--- src/core/chb_pkg.sv ---
package chb_pkg;

   // ==========================================================================
   // Timing
   // ==========================================================================
   localparam int          CLK_PERIOD_NS     = 10;
   localparam int          STROBE_SHORT_NS   = 30;
   localparam int          STROBE_MEDIUM_NS  = 50;
   localparam int          STROBE_LONG_NS    = 80;
   localparam logic [3:0]  STROBE_SHORT_CYC  = 4'((STROBE_SHORT_NS + CLK_PERIOD_NS - 1) / CLK_PERIOD_NS);
   localparam logic [3:0]  STROBE_MEDIUM_CYC = 4'((STROBE_MEDIUM_NS + CLK_PERIOD_NS - 1) / CLK_PERIOD_NS);
   localparam logic [3:0]  STROBE_LONG_CYC   = 4'((STROBE_LONG_NS + CLK_PERIOD_NS - 1) / CLK_PERIOD_NS);

   // ==========================================================================
   // Host address layout
   // ==========================================================================
   localparam int          ADDR_DATA_BIT   = 15;
   localparam int          ADDR_MULTI_BIT  = 14;
   localparam int          ADDR_STAT_BIT   = 13;
   localparam int          OPC_W           = 12;

   // ==========================================================================
   // Snooped opcodes and fields
   // ==========================================================================
   localparam logic [11:0] OPC_COUNT_WR    = 12'h001;
   localparam logic [11:0] OPC_SEG_CTRL_WR = 12'h002;
   localparam logic [11:0] OPC_CTRL_WR     = 12'h003;
   localparam logic [7:0]  OPC_PICK_SRC    = 8'h80;
   localparam logic [7:0]  OPC_PICK_DST    = 8'h81;
   localparam logic [3:0]  OPC_ARRAY_SEL   = 4'h4;
   localparam int          CNT_DST_LSB     = 0;
   localparam int          SEG_DST_ST_LSB  = 0;
   localparam int          SEG_DST_END_LSB = 2;
   localparam int          CTL_CAMRAM_LSB  = 0;
   localparam logic [1:0]  DST_START_RST   = 2'h0;
   localparam logic [1:0]  DST_END_RST     = 2'h3;
   localparam logic [1:0]  CAMRAM_RST      = 2'h0;
   localparam logic [1:0]  LAST_CMD_RD     = 2'h0;
   localparam logic [1:0]  LAST_DAT_RD     = 2'h1;
   localparam logic [1:0]  LAST_DAT_WR     = 2'h3;

   // ==========================================================================
   // Types
   // ==========================================================================
   typedef enum logic [1:0] {LEN_SHORT, LEN_MEDIUM, LEN_LONG} chbLen_e;
   typedef enum logic [2:0] {DEC_IDLE, DEC_LO, DEC_HI, DEC_KICK, DEC_WAIT, DEC_ACK} chbDec_e;
   typedef enum logic [2:0] {SEQ_IDLE, SEQ_LAUNCH, SEQ_CMD_WR, SEQ_CMD_RD, SEQ_DAT_RD, SEQ_DAT_WR} chbSeq_e;

   typedef struct packed {
      logic        dataCycle;
      logic        multi;
      logic        read;
      chbLen_e     len;
      logic [11:0] opcode;
   } chbReq_s;

   typedef struct packed {
      logic fullLow;
      logic multiLow;
      logic matchLow;
   } chbFlags_s;

   typedef struct packed {
      logic        beginLow;
      logic        csLow;
      logic        rw;
      logic [15:0] addr;
      logic [31:0] data;
   } chbHostIn_s;

endpackage : chb_pkg

--- src/core/chb_cam_bridge.sv ---
// Notes on behaviour
// - Decoder classifies each access as command or data, short, medium or long.
// - Decoder registers host direction and address; address feeds the write mux.
// - Decoder drives transfer acknowledge and its tristate enable.
// - Match, multiple-match and full flags are registered at every access end.
// - Status read with address bit 13 returns flags on bits 0 to 2, rest zero.
// - Status read ignores other address bits and starts no memory access.
// - Decoder pulses cycle kick for one cycle to start a memory cycle.
// - Engine free is high whenever the sequencer idles with no access.
// - Decoder launches nothing until engine free, with the sequencer idle.
// - Engine done in the wait state leads to the host transfer acknowledge.
// - Sequencer makes memory strobes, write mux select and data bus direction.
// - Sequencer is one six-state machine, held idle in reset.
// - After a kick, launch state branches by data flag and latched direction.
// - Finished sub-sequence returns to idle, or launch if a kick is present.
// - Data write at the destination segment end is a long cycle; words are counted.
// - Segment control writes are snooped for destination start and end, count writes for the count.
// - Snooped partition bits steer the read and write muxes.
// - Source or destination array selection is remembered for data cycles.
// - Command/data select is low for command cycles, high for data cycles.
// - Bit 15 marks data; bits 11 to 0 are the opcode; 15 to 12 not forwarded.
// - Bit 14 on a command write sends opcode then low host data in two memory cycles.
// - 32-bit host data is pipelined and sent as 16-bit words.
//
// The register addresses and the strobed register port were decided locally.
`timescale 1ns/10ps
`default_nettype none

module chb_cam_bridge
   import chb_pkg::*;
(
   input  wire logic        clk,
   input  wire logic        reset,
   input  wire logic        hostXferBeginLow,
   input  wire logic        chipSelectLow,
   input  wire logic        hostReadWrite,
   input  wire logic [15:0] hostAddr,
   input  wire logic [31:0] hostDataIn,
   output logic      [31:0] hostDataOut,
   output logic             hostDataOeLow,
   output logic             hostXferAckLow,
   output logic             hostXferAckOeLow,
   output logic             camEnableLow,
   output logic             camWriteLow,
   output logic             camCmdDataSel,
   input  wire logic [15:0] camDqIn,
   output logic      [15:0] camDqOut,
   output logic             camDqOeLow,
   input  wire logic        matchFlagLow,
   input  wire logic        multiMatchLow,
   input  wire logic        fullFlagLow
);

   // ==========================================================================
   // Input synchronisers
   // ==========================================================================
   chbHostIn_s  hostRaw;
   chbHostIn_s  hostMeta_q;
   chbHostIn_s  host_q;
   chbFlags_s   flagRaw;
   chbFlags_s   flagMeta_q;
   chbFlags_s   flag_q;
   logic [15:0] dqMeta_q;
   logic [15:0] dq_q;

   assign hostRaw = '{beginLow: hostXferBeginLow, csLow: chipSelectLow, rw: hostReadWrite,
                      addr: hostAddr, data: hostDataIn};
   assign flagRaw = '{fullLow: fullFlagLow, multiLow: multiMatchLow, matchLow: matchFlagLow};

   // Every pin but clock and reset, the host bus included, is treated as foreign; the two-cycle
   // lag keeps the relative timing of address and data phases intact.
   always_ff @(posedge clk)
   begin
      hostMeta_q <= hostRaw;
      host_q     <= hostMeta_q;
      flagMeta_q <= flagRaw;
      flag_q     <= flagMeta_q;
      dqMeta_q   <= camDqIn;
      dq_q       <= dqMeta_q;
   end

   // ==========================================================================
   // Decoder
   // ==========================================================================
   chbDec_e     decState_q;
   chbReq_s     req_q;
   chbReq_s     reqNew;
   logic [63:0] wrData_q;
   logic [31:0] rdData_q;
   logic [31:0] rdMerged;
   logic [31:0] hostDataOut_q;
   chbFlags_s   status_q;
   logic        statusRd_q;
   logic        srcArr_q;
   logic        dstArr_q;
   logic        accept;
   logic        statusRd;
   logic        cycleKick;
   logic        engineFree;
   logic        engineDone;

   assign accept   = (decState_q == DEC_IDLE) && !host_q.beginLow && !host_q.csLow;
   assign statusRd = host_q.addr[ADDR_STAT_BIT] && host_q.rw;
   assign cycleKick = (decState_q == DEC_KICK) && engineFree;

   always_comb
   begin
      reqNew.dataCycle = host_q.addr[ADDR_DATA_BIT];
      reqNew.multi     = host_q.addr[ADDR_MULTI_BIT];
      reqNew.read      = host_q.rw;
      reqNew.opcode    = host_q.addr[OPC_W-1:0];
      if (!reqNew.dataCycle)
         reqNew.len = reqNew.read ? LEN_MEDIUM : LEN_SHORT;
      else if (reqNew.read)
         reqNew.len = srcArr_q ? LEN_LONG : LEN_MEDIUM;
      else
         reqNew.len = LEN_MEDIUM;
   end

   always_ff @(posedge clk)
   begin
      if (reset)
         decState_q <= DEC_IDLE;
      else
      begin
         case (decState_q)
            DEC_IDLE:
               if (accept)
               begin
                  if (statusRd)
                     decState_q <= DEC_ACK;
                  else if (!host_q.rw)
                     decState_q <= DEC_LO;
                  else
                     decState_q <= DEC_KICK;
               end
            DEC_LO:
               decState_q <= req_q.dataCycle ? DEC_HI : DEC_KICK;
            DEC_HI:
               decState_q <= DEC_KICK;
            DEC_KICK:
               if (engineFree)
                  decState_q <= DEC_WAIT;
            DEC_WAIT:
               if (engineDone)
                  decState_q <= DEC_ACK;
            DEC_ACK:
               decState_q <= DEC_IDLE;
            default:
               decState_q <= DEC_IDLE;
         endcase
      end
   end

   always_ff @(posedge clk)
   begin
      if (reset)
      begin
         req_q      <= '0;
         statusRd_q <= 1'b0;
      end
      else if (accept)
      begin
         statusRd_q <= statusRd;
         if (!statusRd)
            req_q <= reqNew;
      end
   end

   // The second data phase arrives one cycle after the first.
   always_ff @(posedge clk)
   begin
      if (reset)
         wrData_q <= '0;
      else if (decState_q == DEC_LO)
         wrData_q[31:0] <= host_q.data;
      else if (decState_q == DEC_HI)
         wrData_q[63:32] <= host_q.data;
   end

   always_ff @(posedge clk)
   begin
      if (reset)
         hostDataOut_q <= '0;
      else if (accept && statusRd)
         hostDataOut_q <= {29'h0, status_q};
      else if (decState_q == DEC_WAIT && engineDone && req_q.read)
         hostDataOut_q <= rdMerged;
   end

   always_ff @(posedge clk)
   begin
      if (reset)
      begin
         srcArr_q <= 1'b0;
         dstArr_q <= 1'b0;
      end
      else if (cycleKick && !req_q.dataCycle && !req_q.read)
      begin
         if (req_q.opcode[11:4] == OPC_PICK_SRC)
            srcArr_q <= (req_q.opcode[3:0] == OPC_ARRAY_SEL);
         if (req_q.opcode[11:4] == OPC_PICK_DST)
            dstArr_q <= (req_q.opcode[3:0] == OPC_ARRAY_SEL);
      end
   end

   assign hostXferAckLow   = !(decState_q == DEC_ACK);
   assign hostXferAckOeLow = (decState_q == DEC_IDLE);
   assign hostDataOeLow    = !((decState_q == DEC_ACK) && (statusRd_q || req_q.read));
   assign hostDataOut      = hostDataOut_q;

   // ==========================================================================
   // Strobe sequencer
   // ==========================================================================
   chbSeq_e     seqState_q;
   logic [1:0]  wordIdx_q;
   logic [3:0]  strobeCnt_q;
   logic        camEnableLow_q;
   logic        camWriteLow_q;
   logic        camCmdDataSel_q;
   logic [15:0] camDqOut_q;
   logic [1:0]  wrSel_q;
   logic [1:0]  dstStart_q;
   logic [1:0]  dstEnd_q;
   logic [1:0]  dstCnt_q;
   logic [1:0]  camRam_q;
   logic [1:0]  lastIdx;
   logic        inAccess;
   logic        gap;
   logic        wordLast;
   logic        isWrite;
   logic        lastDst;
   logic [1:0]  nextIdx;
   logic [1:0]  nextSel;
   logic [3:0]  nextLen;
   logic [15:0] nextWord;

   function automatic logic [3:0] lenCycles(input chbLen_e len);
      case (len)
         LEN_SHORT:  lenCycles = STROBE_SHORT_CYC;
         LEN_MEDIUM: lenCycles = STROBE_MEDIUM_CYC;
         LEN_LONG:   lenCycles = STROBE_LONG_CYC;
         default:    lenCycles = STROBE_LONG_CYC;
      endcase
   endfunction : lenCycles

   assign inAccess = (seqState_q == SEQ_CMD_WR) || (seqState_q == SEQ_CMD_RD) ||
                     (seqState_q == SEQ_DAT_RD) || (seqState_q == SEQ_DAT_WR);
   assign gap      = inAccess && camEnableLow_q;
   assign isWrite  = !req_q.read;
   assign lastDst  = dstArr_q && (dstCnt_q == dstEnd_q);

   always_comb
   begin
      case (seqState_q)
         SEQ_CMD_WR: lastIdx = {1'b0, req_q.multi};
         SEQ_DAT_RD: lastIdx = LAST_DAT_RD;
         SEQ_DAT_WR: lastIdx = LAST_DAT_WR;
         default:    lastIdx = LAST_CMD_RD;
      endcase
   end

   assign wordLast   = wordIdx_q == lastIdx;
   assign engineDone = gap && wordLast;
   assign engineFree = (seqState_q == SEQ_IDLE);
   assign nextIdx    = (seqState_q == SEQ_LAUNCH) ? 2'h0 : 2'(wordIdx_q + 2'h1);
   assign nextSel    = req_q.dataCycle ? 2'(nextIdx + camRam_q) : nextIdx;
   assign nextLen    = (req_q.dataCycle && isWrite && lastDst) ? lenCycles(LEN_LONG)
                                                               : lenCycles(req_q.len);

   always_comb
   begin
      if (!req_q.dataCycle)
         nextWord = nextIdx[0] ? wrData_q[15:0] : {4'h0, req_q.opcode};
      else
         nextWord = wrData_q[16*nextSel +: 16];
   end

   always_ff @(posedge clk)
   begin
      if (reset)
         seqState_q <= SEQ_IDLE;
      else
      begin
         case (seqState_q)
            SEQ_IDLE:
               if (cycleKick)
                  seqState_q <= SEQ_LAUNCH;
            SEQ_LAUNCH:
               case ({req_q.dataCycle, req_q.read})
                  2'b00:   seqState_q <= SEQ_CMD_WR;
                  2'b01:   seqState_q <= SEQ_CMD_RD;
                  2'b11:   seqState_q <= SEQ_DAT_RD;
                  default: seqState_q <= SEQ_DAT_WR;
               endcase
            SEQ_CMD_WR, SEQ_CMD_RD, SEQ_DAT_RD, SEQ_DAT_WR:
               if (engineDone)
                  seqState_q <= cycleKick ? SEQ_LAUNCH : SEQ_IDLE;
            default:
               seqState_q <= SEQ_IDLE;
         endcase
      end
   end

   // One strobe per word, followed by one recovery cycle with the bus idle.
   always_ff @(posedge clk)
   begin
      if (reset)
      begin
         wordIdx_q      <= '0;
         strobeCnt_q    <= '0;
         camEnableLow_q <= 1'b1;
         camWriteLow_q  <= 1'b1;
         camDqOut_q     <= '0;
         wrSel_q        <= '0;
      end
      else if ((seqState_q == SEQ_LAUNCH) || (gap && !wordLast))
      begin
         wordIdx_q      <= nextIdx;
         strobeCnt_q    <= nextLen;
         camEnableLow_q <= 1'b0;
         camWriteLow_q  <= !isWrite;
         camDqOut_q     <= nextWord;
         wrSel_q        <= nextSel;
      end
      else if (inAccess && !camEnableLow_q)
      begin
         strobeCnt_q <= 4'(strobeCnt_q - 4'h1);
         if (strobeCnt_q == 4'h1)
         begin
            camEnableLow_q <= 1'b1;
            camWriteLow_q  <= 1'b1;
         end
      end
   end

   always_ff @(posedge clk)
   begin
      if (reset)
         camCmdDataSel_q <= 1'b0;
      else if (seqState_q == SEQ_LAUNCH)
         camCmdDataSel_q <= req_q.dataCycle;
   end

   // Read data is sampled in the recovery cycle, so the strobe must cover the
   // memory access time plus the two-flop lag of the data input.
   // The last word lands at the same edge that hands the data to the host,
   // so the host register takes the merged value rather than the old one.
   always_comb
   begin
      rdMerged = rdData_q;
      if (wordIdx_q[0] ^ (req_q.dataCycle & camRam_q[0]))
         rdMerged[31:16] = dq_q;
      else
         rdMerged[15:0] = dq_q;
   end

   always_ff @(posedge clk)
   begin
      if (reset)
         rdData_q <= '0;
      else if (gap && req_q.read)
         rdData_q <= rdMerged;
   end

   always_ff @(posedge clk)
   begin
      if (reset)
         status_q <= '1;
      else if (engineDone)
         status_q <= flag_q;
   end

   always_ff @(posedge clk)
   begin
      if (reset)
      begin
         dstStart_q <= DST_START_RST;
         dstEnd_q   <= DST_END_RST;
         dstCnt_q   <= DST_START_RST;
         camRam_q   <= CAMRAM_RST;
      end
      else if (cycleKick && !req_q.dataCycle && !req_q.read && req_q.multi)
      begin
         if (req_q.opcode == OPC_SEG_CTRL_WR)
         begin
            dstStart_q <= wrData_q[SEG_DST_ST_LSB +: 2];
            dstEnd_q   <= wrData_q[SEG_DST_END_LSB +: 2];
            dstCnt_q   <= wrData_q[SEG_DST_ST_LSB +: 2];
         end
         if (req_q.opcode == OPC_COUNT_WR)
            dstCnt_q <= wrData_q[CNT_DST_LSB +: 2];
         if (req_q.opcode == OPC_CTRL_WR)
            camRam_q <= wrData_q[CTL_CAMRAM_LSB +: 2];
      end
      // The counter holds the index of the word being loaded, so the compare
      // judges the word about to be written, not the one just finished.
      else if (dstArr_q && req_q.dataCycle && isWrite &&
               ((seqState_q == SEQ_LAUNCH) || (gap && !wordLast && (seqState_q == SEQ_DAT_WR))))
         dstCnt_q <= lastDst ? dstStart_q : 2'(dstCnt_q + 2'h1);
   end

   assign camEnableLow  = camEnableLow_q;
   assign camWriteLow   = camWriteLow_q;
   assign camCmdDataSel = camCmdDataSel_q;
   assign camDqOut      = camDqOut_q;
   assign camDqOeLow    = camWriteLow_q;
endmodule : chb_cam_bridge

`default_nettype wire

--- config.mk ---
export PLATFORM = sky130hd
export DESIGN_NAME = chb_cam_bridge
export DESIGN_NICKNAME = d
export VERILOG_FILES = /design/src/core/chb_pkg.sv /design/src/core/chb_cam_bridge.sv
export SDC_FILE = /design/constraint.sdc
export NUM_CORES = 1
export LEC_CHECK = 0
export BUFFER_PORTS_ARGS = -buffer_cell sky130_fd_sc_hd__clkbuf_2
export CAP_MARGIN = 0
export CORE_MARGIN = 8
export CORE_UTILIZATION = 35
export DETAILED_ROUTE_END_ITERATION = 7
export RECOVER_POWER = 50
export SLEW_MARGIN = 20
export SYNTH_ARGS = -nofsm -noshare
export SYNTH_HDL_FRONTEND = slang
export SYNTH_SLANG_ARGS = --single-unit
export TNS_END_PERCENT = 50
--- constraint.sdc ---
create_clock -name clk -period 3.4 [get_ports clk]
set_input_delay 0.68 -clock clk [delete_from_list [all_inputs] [get_ports clk]]
set_output_delay 0.68 -clock clk [all_outputs]
set_load 0.1 [all_outputs]
==> results.txt, run 1 <==
status - complete, but fails checks
violated checks - max-capacitance violations, max-slew violations
Total GRT Usage - 0.138
critical path required time - 3.80 ns
Antenna Nets Post-Route - 0
Worst-Margin Slew - 1.79 ns
Setup TNS Final - 0 ns
crit path kind - flip-flop to flip-flop
Async SR Flop Fraction - 0
Slew HR - -0.195
first drt pass iteration count - 6
CTS tree - done
post-DP HPWL - 17500 µm
total gr overflow - 0
CP max stage cell - mux4_2
Leak - 5.39 nW
Worst-Skew Late Latency - 0.54 ns
Hold Startpoint - hostDataIn[24]
Max Cap Viol - 2
GP Congestion - 0.789
vias in the first global route - 7949
H-tree depth - 2
Resize count post-CTS - 0
Pwr per Cell Area - 681 mW/mm²
Clock Pin Slew Worst Setup and Hold Paths - 0.06 ns
Post-synth EDFFs - 0
die area - 0.0380 mm²
Initial Util - 0.355
DRC viols - 0
Worst R2R Path Depth - 9
cts hold-fix bufs - 0
Final #Nets - 1341
Synth top area share - 0.586
sequential area share after synthesis - 0.586
top cells by area, synth - dfxtp_1 (59%), nand2_1 (9.1%), a21oi_1 (6.6%), mux2i_1 (3.9%), mux4_2 (3.2%)
Worst R2R Start - seqState_q[0]$_SDFFE_PP0P_
final worst path period share - 0.874
number of diodes - 0
Final Non-Filler Cells - 1689
setup bufs post-CTS - 0
Area growth, synth to finish - 20.5%
Std-Cell Core Area - 0.0316 mm²
yosys warns - 0
largest net degree at the start of global routing - 68
Period minus WS final - 2.97 ns
fmax - 337 MHz
syn_nets - 1227
Die X - 195 µm
Setup-failing EPs final - 0
Final Skew - 0.0351 ns
layout cells sized above 1 - 0.193
CP startpoint kind - flip-flop
Avg Inst Size Synth - 9.79 µm²
first-pass GRT wire length - 43100 µm
Fill cells - 3081
crit-path max FO - 7
Synth Flop Type - dfxtp_1
CP bufs+invs - 1
r2r endpoint - camDqOut[7]$_SDFFE_PP0N_
CP cell instances - nor3b_4, nor2_1, ha_1, nand2_1, o31ai_2, buf_4, mux4_2, a21oi_1, o21ai_1
cell depth of the worst setup path - 9
Cells on Worst Hold Path - 1
peak supply drop - 0.000518 V
placed instance count - 1623
Gate Count Post-Synth - 1145
Seq cells post-synth - 328
Post-Syn Area - 0.0112 mm²
IO Pins - 127
Worst Hold End - hostMeta_q[24]$_DFF_P_
Netlist cell types - 58
# port buffers - 125
CP endpoint kind - flip-flop
Largest delay share family, worst path - simple AND/OR/NAND/NOR gates
r2r setup slk - 0.43 ns
routed vias - 8234
top-count cell post-synth - dfxtp_1
Die H - 195 µm
Hold Path Class - input pin to flip-flop
fin. max-slew vios - 66
Vias/cell - 4.88
synth cell count leaders - dfxtp_1 (328), nand2_1 (272), a21oi_1 (147)
worst hold margin - 0.245 ns
RSZ-0062 raised after global routing - false
DRT iter0 DRCs - 388
DR WL/cell - 15.7 µm
post-synth top area cell - dfxtp_1
Final Hold Viols - 0
# clock sinks - 328
initial antenna violation count - 0
WL final - 26600 µm
Site Rows - 65
number of CTS-inserted buffers - 36
CP arrival - 3.37 ns
Clock Path Buffers - 3
slowest stage delay, CP - 0.51 ns
root buffer cell - clkbuf_16
==> stage by stage <==
step            util  worst slack (ns)  area, µm²  power [mW]
3_5_place_dp   0.388             0.431      12200        5.14
4_1_cts        0.429             0.436      13500        9.32
2_1_floorplan      -             0.283      11200        4.87
3_3_place_gp   0.388             0.495      12200        5.12
6_report       0.428             0.429      13500        9.20
5_1_grt        0.428             0.208      13500        9.60
==> worst max-delay path by stage <==
stage / to / start / slack (ns)
floorplan: hostDataOeLow / decState_q[2]$_SDFFE_PP0P_ / 0.28
global placement: camDqOut[11]$_SDFFE_PP0N_ / seqState_q[0]$_SDFFE_PP0P_ / 0.49
detailed placement: camDqOut[7]$_SDFFE_PP0N_ / seqState_q[0]$_SDFFE_PP0P_ / 0.43
CTS: camDqOut[7]$_SDFFE_PP0N_ / seqState_q[0]$_SDFFE_PP0P_ / 0.44
global route: camDqOut[6]$_SDFFE_PP0N_ / seqState_q[0]$_SDFFE_PP0P_ / 0.21
finish: camDqOut[7]$_SDFFE_PP0N_ / seqState_q[0]$_SDFFE_PP0P_ / 0.43
==> state kept, by name, summed over array words and instances, names as in the netlist, 3 cells and up <==
register     flops
camDqOut        16
decState_q       3
dqMeta_q        16
dq_q            16
flagMeta_q       3
flag_q           3
hostDataOut     32
hostMeta_q      50
host_q          50
rdData_q        32
req_q           17
seqState_q       3
status_q         3
strobeCnt_q      4
wrData_q        64
==> final cells by class <==
type | instances | area (µm²) | area share
tap | 402 | 503 | 0.0372
inverter | 10 | 37.5 | 0.00278
clock buffer | 42 | 963 | 0.0713
multi-input combinational | 734 | 4290 | 0.318
sequential | 328 | 6570 | 0.486
clock inverter | 24 | 340 | 0.0252
timing repair buffer | 149 | 806 | 0.0597
==> placed cells by master, fill, tap and decap left out, types with 3 or more instances in the layout <==
cell type | synthesis | final
inv_1 | 10 | 10
nand4_1 | 8 | 8
a21oi_1 | 147 | 147
ha_1 | 10 | 10
a211oi_2 | 10 | 10
xor2_1 | 7 | 6
clkbuf_16 | 0 | 36
clkinv_2 | 0 | 9
bufinv_16 | 0 | 6
dfxtp_1 | 328 | 328
buf_4 | 3 | 21
mux4_2 | 16 | 16
nand3_1 | 16 | 16
nor2_1 | 63 | 63
o21ai_0 | 22 | 22
nor4_1 | 3 | 3
clkbuf_8 | 0 | 4
clkbuf_1 | 53 | 8
a21o_1 | 3 | 3
nand2_1 | 272 | 272
a32oi_1 | 3 | 3
a31oi_1 | 3 | 3
clkbuf_2 | 1 | 121
nor3_1 | 12 | 11
nand2b_1 | 4 | 4
clkinvlp_4 | 0 | 3
xnor2_1 | 6 | 6
a211oi_1 | 25 | 25
o211ai_1 | 6 | 6
o21ai_1 | 11 | 11
mux2i_1 | 44 | 44
==> metal layers <==
layer / part of all wire / routed length (µm) / GRT usage / vias up
met5: 0 / 0 / 0 / -
met1: 0.45 / 11900 / 0.173 / 3836
met2: 0.47 / 12600 / 0.230 / 220
met4: 0.027 / 721 / 0.0463 / 0
met3: 0.055 / 1450 / 0.0316 / 47
li1: - / - / - / 4131
==> logic make-up after synthesis <==
group,count (synthesis),synth area share
flops,328,0.586
fa+ha+maj,10,0.0112
xor+xnor,14,0.0126
buf+inv,83,0.0334
compound gates,243,0.130
simple gates,407,0.155
mux,60,0.0715
==> power breakdown <==
group	internal (mW)	switching, mW
clock network	2.53	1.62
logic	0.280	0.562
registers	4.06	0.145
Note: power is estimated with default switching activity, not from simulation.
==> run 2, diff against run 1 <==
Settings changed: CELL_PAD_IN_SITES_DETAIL_PLACEMENT from default to 1, CELL_PAD_IN_SITES_GLOBAL_PLACEMENT from default to 2, CORE_UTILIZATION 35 to 36, PLACE_DENSITY_LB_ADDON from default to 0.1.
==> results.txt, run 2 (synthesis gave the netlist of run 1 again) <==
status - complete, but fails checks
violated checks - max-capacitance violations, max-slew violations
DR WL/cell - 17.4 µm (+11%)
DRC viols - 0 (unchanged)
crit-path max FO - 7 (unchanged)
root buffer cell - clkbuf_16
Period minus WS final - 2.76 ns (-0.214 ns)
met1 Usage GRT - 0.208 (+0.0346)
area of the multi-input gates - 0.00430 mm² (+0.32%)
Leak - 5.44 nW (+0.87%)
grt met3 use - 0.0302 (-0.00143)
Vias/cell - 4.92 (+0.88%)
Resize count post-CTS - 0 (unchanged)
WL final - 29500 µm (+11%)
Setup-failing EPs final - 0 (unchanged)
total gr overflow - 0 (unchanged)
Final #Nets - 1350 (+0.67%)
most frequent cells in the layout - dfxtp_1 (328), nand2_1 (272), a21oi_1 (147)
Initial Util - 0.366 (+0.0112)
post-DP HPWL - 19600 µm (+12%)
number of diodes - 0 (unchanged)
CP endpoint kind - flip-flop
Final Skew - 0.0117 ns (-0.0234 ns)
CP startpoint kind - flip-flop
RSZ-0062 raised after global routing - false
vias in the first global route - 8546 (+7.5%)
Antenna Nets Post-Route - 0 (unchanged)
Hold Path Class - input pin to flip-flop
# clock sinks - 328 (unchanged)
Die X - 192 µm (-1.3%)
layout cells sized above 1 - 0.195 (+0.00189)
Place WS - 0.663 ns (+0.232 ns)
Largest delay share family, worst path - simple AND/OR/NAND/NOR gates
Biggest register - wrData_q
number of CTS-inserted buffers - 38 (+5.6%)
Slew HR - -0.236 (-0.0409)
IO Pins - 127 (unchanged)
Fill cells - 3439 (+12%)
Worst-Margin Slew - 1.85 ns (+0.0614 ns)
DRT iter0 DRCs - 312 (-20%)
PnR worst setup slack - 0.643 ns (+0.214 ns)
Site Rows - 64 (-1.5%)
busiest grt layer - met2
largest net degree at the start of global routing - 65 (-4.4%)
Clock Pin Slew Worst Setup and Hold Paths - 0.06 ns (about the same)
die area - 0.0370 mm² (-2.5%)
H-tree depth - 2 (unchanged)
routed vias - 8316 (+1.0%)
met2 Usage GRT - 0.262 (+0.0312)
Clock Path Buffers - 3 (unchanged)
CP max stage cell - mux4_2
crit path kind - flip-flop to flip-flop
first-pass GRT wire length - 47100 µm (+9.3%)
Total GRT Usage - 0.160 (+0.0217)
Pwr per Cell Area - 681 mW/mm² (about the same)
GP Congestion - 0.737 (-6.6%)
# port buffers - 125 (unchanged)
final worst path period share - 0.811 (-0.0630)
fin. max-slew vios - 66 (unchanged)
fmax - 363 MHz (+7.8%)
Largest register FFs - 64 (unchanged)
Area growth, synth to finish - 21.0%
slowest stage delay, CP - 0.49 ns (-0.02 ns)
Setup TNS Final - 0 ns (unchanged)
Final Hold Viols - 0 (unchanged)
initial antenna violation count - 0 (unchanged)
CTS tree - done
Die H - 192 µm (-1.3%)
Max Cap Viol - 2 (unchanged)
CP bufs+invs - 1 (unchanged)
CP arrival - 3.17 ns (-0.20 ns)
CP cell instances - nor3b_4, nor2_1, ha_1, xor2_1, nand2_1, xnor2_4, buf_4, mux4_2, nand4_1, nand3_1
critical path required time - 3.82 ns (+0.02 ns)
register area - 0.00657 mm² (unchanged)
cts hold-fix bufs - 0 (unchanged)
first drt pass iteration count - 4 (-2)
setup bufs post-CTS - 0 (unchanged)
Std-Cell Core Area - 0.0306 mm² (-3.1%)
peak supply drop - 0.000457 V (-12%)
most common cell after layout, fill and taps aside - dfxtp_1
Top Registers - wrData_q x64, hostMeta_q x50, host_q x50
Worst-Skew Late Latency - 0.53 ns (about the same)
==> run 2: through the flow <==
step	area (µm²)	instances	power [mW]	hold slack, ns	utilization
5_1_grt	13600	1691	9.66	0.229	0.443
2_1_floorplan	11200	1145	4.87	0.310	-
6_report	13600	1691	9.24	0.246	0.443
4_1_cts	13600	1691	9.41	0.215	0.444
3_3_place_gp	12300	1624	5.17	0.311	0.401
3_5_place_dp	12300	1624	5.19	0.313	0.402
==> run 2: final timing paths <==
path                            slack, ns                        end                        from  depth (start not counted)
worst max-delay path                 0.64  camDqOut[14]$_SDFFE_PP0N_  seqState_q[0]$_SDFFE_PP0P_                         10
worst min-delay path                 0.25      hostMeta_q[6]$_DFF_P_               hostDataIn[6]                          1
worst max register to register       0.64  camDqOut[14]$_SDFFE_PP0N_  seqState_q[0]$_SDFFE_PP0P_                         10
worst min register to register       0.32         host_q[30]$_DFF_P_      hostMeta_q[30]$_DFF_P_                          0
==> run 2: layout make-up <==
class / instances / share of cell area
Inverter: 10 / 0.00277
Multi-Input combinational cell: 734 / 0.317
Timing Repair Buffer: 156 / 0.0635
Clock inverter: 13 / 0.0146
Sequential cell: 328 / 0.484
Tap cell: 396 / 0.0365
Clock buffer: 54 / 0.0813
==> run 2: layer usage <==
layer / part of all wire / routed length, µm
met5: 0 / 0
met4: 0.026 / 771
met3: 0.040 / 1190
met2: 0.46 / 13700
met1: 0.47 / 13800
==> run 2: power by group <==
| part | switching [mW] | internal [mW] | leakage, nW |
|---|---|---|---|
| combinational | 0.590 | 0.285 | 2.10 |
| sequential | 0.150 | 4.06 | 2.70 |
| clock | 1.58 | 2.58 | 0.638 |
==> run 3, diff against run 2 <==
Settings changed: CORE_UTILIZATION 36 to 33.
Clock period 3.4 ns to 2.3 ns, I/O delays scaled along.
==> results.txt, run 3 (synthesis gave the netlist of run 1 again) <==
CP startpoint kind - flip-flop
Die H - 200 µm (+4.1%)
most common cell after layout, fill and taps aside - dfxtp_1
Antenna Nets Post-Route - 0 (unchanged)
CTS tree - done
DR WL/cell - 17.4 µm (-0.38%)
slowest stage delay, CP - 0.50 ns (about the same)
final worst path period share - 1.00 (+0.190)
Worst-Margin Slew - 0.885 ns (-0.968 ns)
CP cell instances - nor3b_4, buf_12, nor2_4, ha_4, xor2_2, nand2_2, xnor2_4, buf_12, mux4_2, nand4_1, nand2_1
Place WS - -0.107 ns (-0.770 ns)
PnR worst setup slack - -0.00195 ns (-0.645 ns)
# clock sinks - 328 (unchanged)
Clock Pin Slew Worst Setup and Hold Paths - 0.06 ns (about the same)
layout cells sized above 1 - 0.231 (+0.0352)
# port buffers - 125 (unchanged)
Total GRT Usage - 0.151 (-0.00820)
number of diodes - 0 (unchanged)
Pwr per Cell Area - 934 mW/mm² (+37%)
Biggest register - wrData_q
RSZ-0062 raised after global routing - true
Top Registers - wrData_q x64, hostMeta_q x50, host_q x50
DRT iter0 DRCs - 304 (-2.6%)
Final Hold Viols - 0 (unchanged)
Period minus WS final - 2.30 ns (-0.455 ns)
vias in the first global route - 8849 (+3.5%)
root buffer cell - clkbuf_16
total gr overflow - 0 (unchanged)
CP max stage cell - mux4_2
fin. max-slew vios - 0 (-100%)
violated checks - negative setup slack
CP endpoint kind - flip-flop
CP bufs+invs - 2 (+1)
first drt pass iteration count - 6 (+2)
DRC viols - 0 (unchanged)
Clock Path Buffers - 3 (unchanged)
Setup-failing EPs final - 2 (+2)
Max Cap Viol - 0 (-2)
final core occ - 0.422 (-0.0215)
GP Congestion - 0.788 (+6.9%)
initial antenna violation count - 0 (unchanged)
most frequent cells in the layout - dfxtp_1 (323), nand2_1 (270), a21oi_1 (142)
crit-path max FO - 7 (unchanged)
total power - 13.2 mW (+43%)
Final #Nets - 1400 (+3.7%)
Worst-Skew Late Latency - 0.53 ns (about the same)
Largest delay share family, worst path - simple AND/OR/NAND/NOR gates
Vias/cell - 4.78 (-2.9%)
Slew HR - 0.404 (+0.640)
critical path required time - 2.72 ns (-1.10 ns)
status - complete, but fails checks
die area - 0.0401 mm² (+8.3%)
largest net degree at the start of global routing - 41 (-37%)
fmax - 434 MHz (+20%)
crit path kind - flip-flop to flip-flop
Final Skew - 0.0143 ns (+0.00255 ns)
r2r setup slk - -0.002 ns (-0.65 ns)
Hold Path Class - input pin to flip-flop
Area growth, synth to finish - 26.3%
Initial Util - 0.334 (-0.0322)
Leak - 5.67 nW (+4.4%)
Std-Cell Core Area - 0.0335 mm² (+9.6%)
H-tree depth - 2 (unchanged)
peak supply drop - 0.000590 V (+29%)
Die X - 200 µm (+4.1%)
first-pass GRT wire length - 49400 µm (+4.9%)
Largest register FFs - 64 (unchanged)
routed vias - 8521 (+2.5%)
post-DP HPWL - 20900 µm (+6.5%)
IO Pins - 127 (unchanged)
WL final - 31000 µm (+5.1%)
CP dominant cell by count - buf_12
Site Rows - 67 (+4.7%)
CP arrival - 2.72 ns (-0.45 ns)
number of CTS-inserted buffers - 37 (-2.6%)
run 3: path summary, 6_finish.rpt:
check | from | endpoint | cells after the start
min reg2reg | hostMeta_q[8]$_DFF_P_ | host_q[8]$_DFF_P_ | 0
max reg2reg | seqState_q[1]$_SDFFE_PP0P_ | camDqOut[12]$_SDFFE_PP0N_ | 11
max | seqState_q[1]$_SDFFE_PP0P_ | camDqOut[12]$_SDFFE_PP0N_ | 11
min | hostAddr[7] | hostMeta_q[39]$_DFF_P_ | 1
run 3: power by group:
group	internal [mW]	switching, mW	leakage [nW]
logic	0.539	0.909	2.42
clock network	3.29	2.25	0.555
registers	6.00	0.222	2.70
run 3: metrics by stage:
step / cells / hold slack (ns) / TNS [ns] / cell area (µm²)
floorplan: 1145 / 0.310 / -3.10 / 11300
detailed placement: 1701 / 0.313 / -1.28 / 12700
finish: 1784 / 0.0280 / -0.00345 / 14100
global route: 1784 / 0.00689 / -1.30 / 14100
global placement: 1701 / 0.310 / -0.963 / 12700
CTS: 1776 / 0.00601 / -0.0110 / 14000
run 3: cell type report:
type | count | area [µm²]
sequential | 328 | 6570
clock inverter | 6 | 62.6
inverter | 10 | 37.5
clock buffer | 51 | 1060
timing repair buffer | 207 | 1450
tap | 448 | 561
multi-input combinational | 734 | 4410
fill | 3796 | 19400
run 3: layer usage:
metal	wire length (µm)	GRT usage
met1	14400	0.190
met2	14700	0.256
met3	1070	0.0300
met4	821	0.0526
met5	0	0
run 3: timing repair:
action	4_1_cts	5_1_grt
pin swaps	2	9
hold buffers	15	0
resized for setup	4	17
hold endpoints to repair	15	0
endpoints found under the setup margin	17	61
buffers inserted	3	8
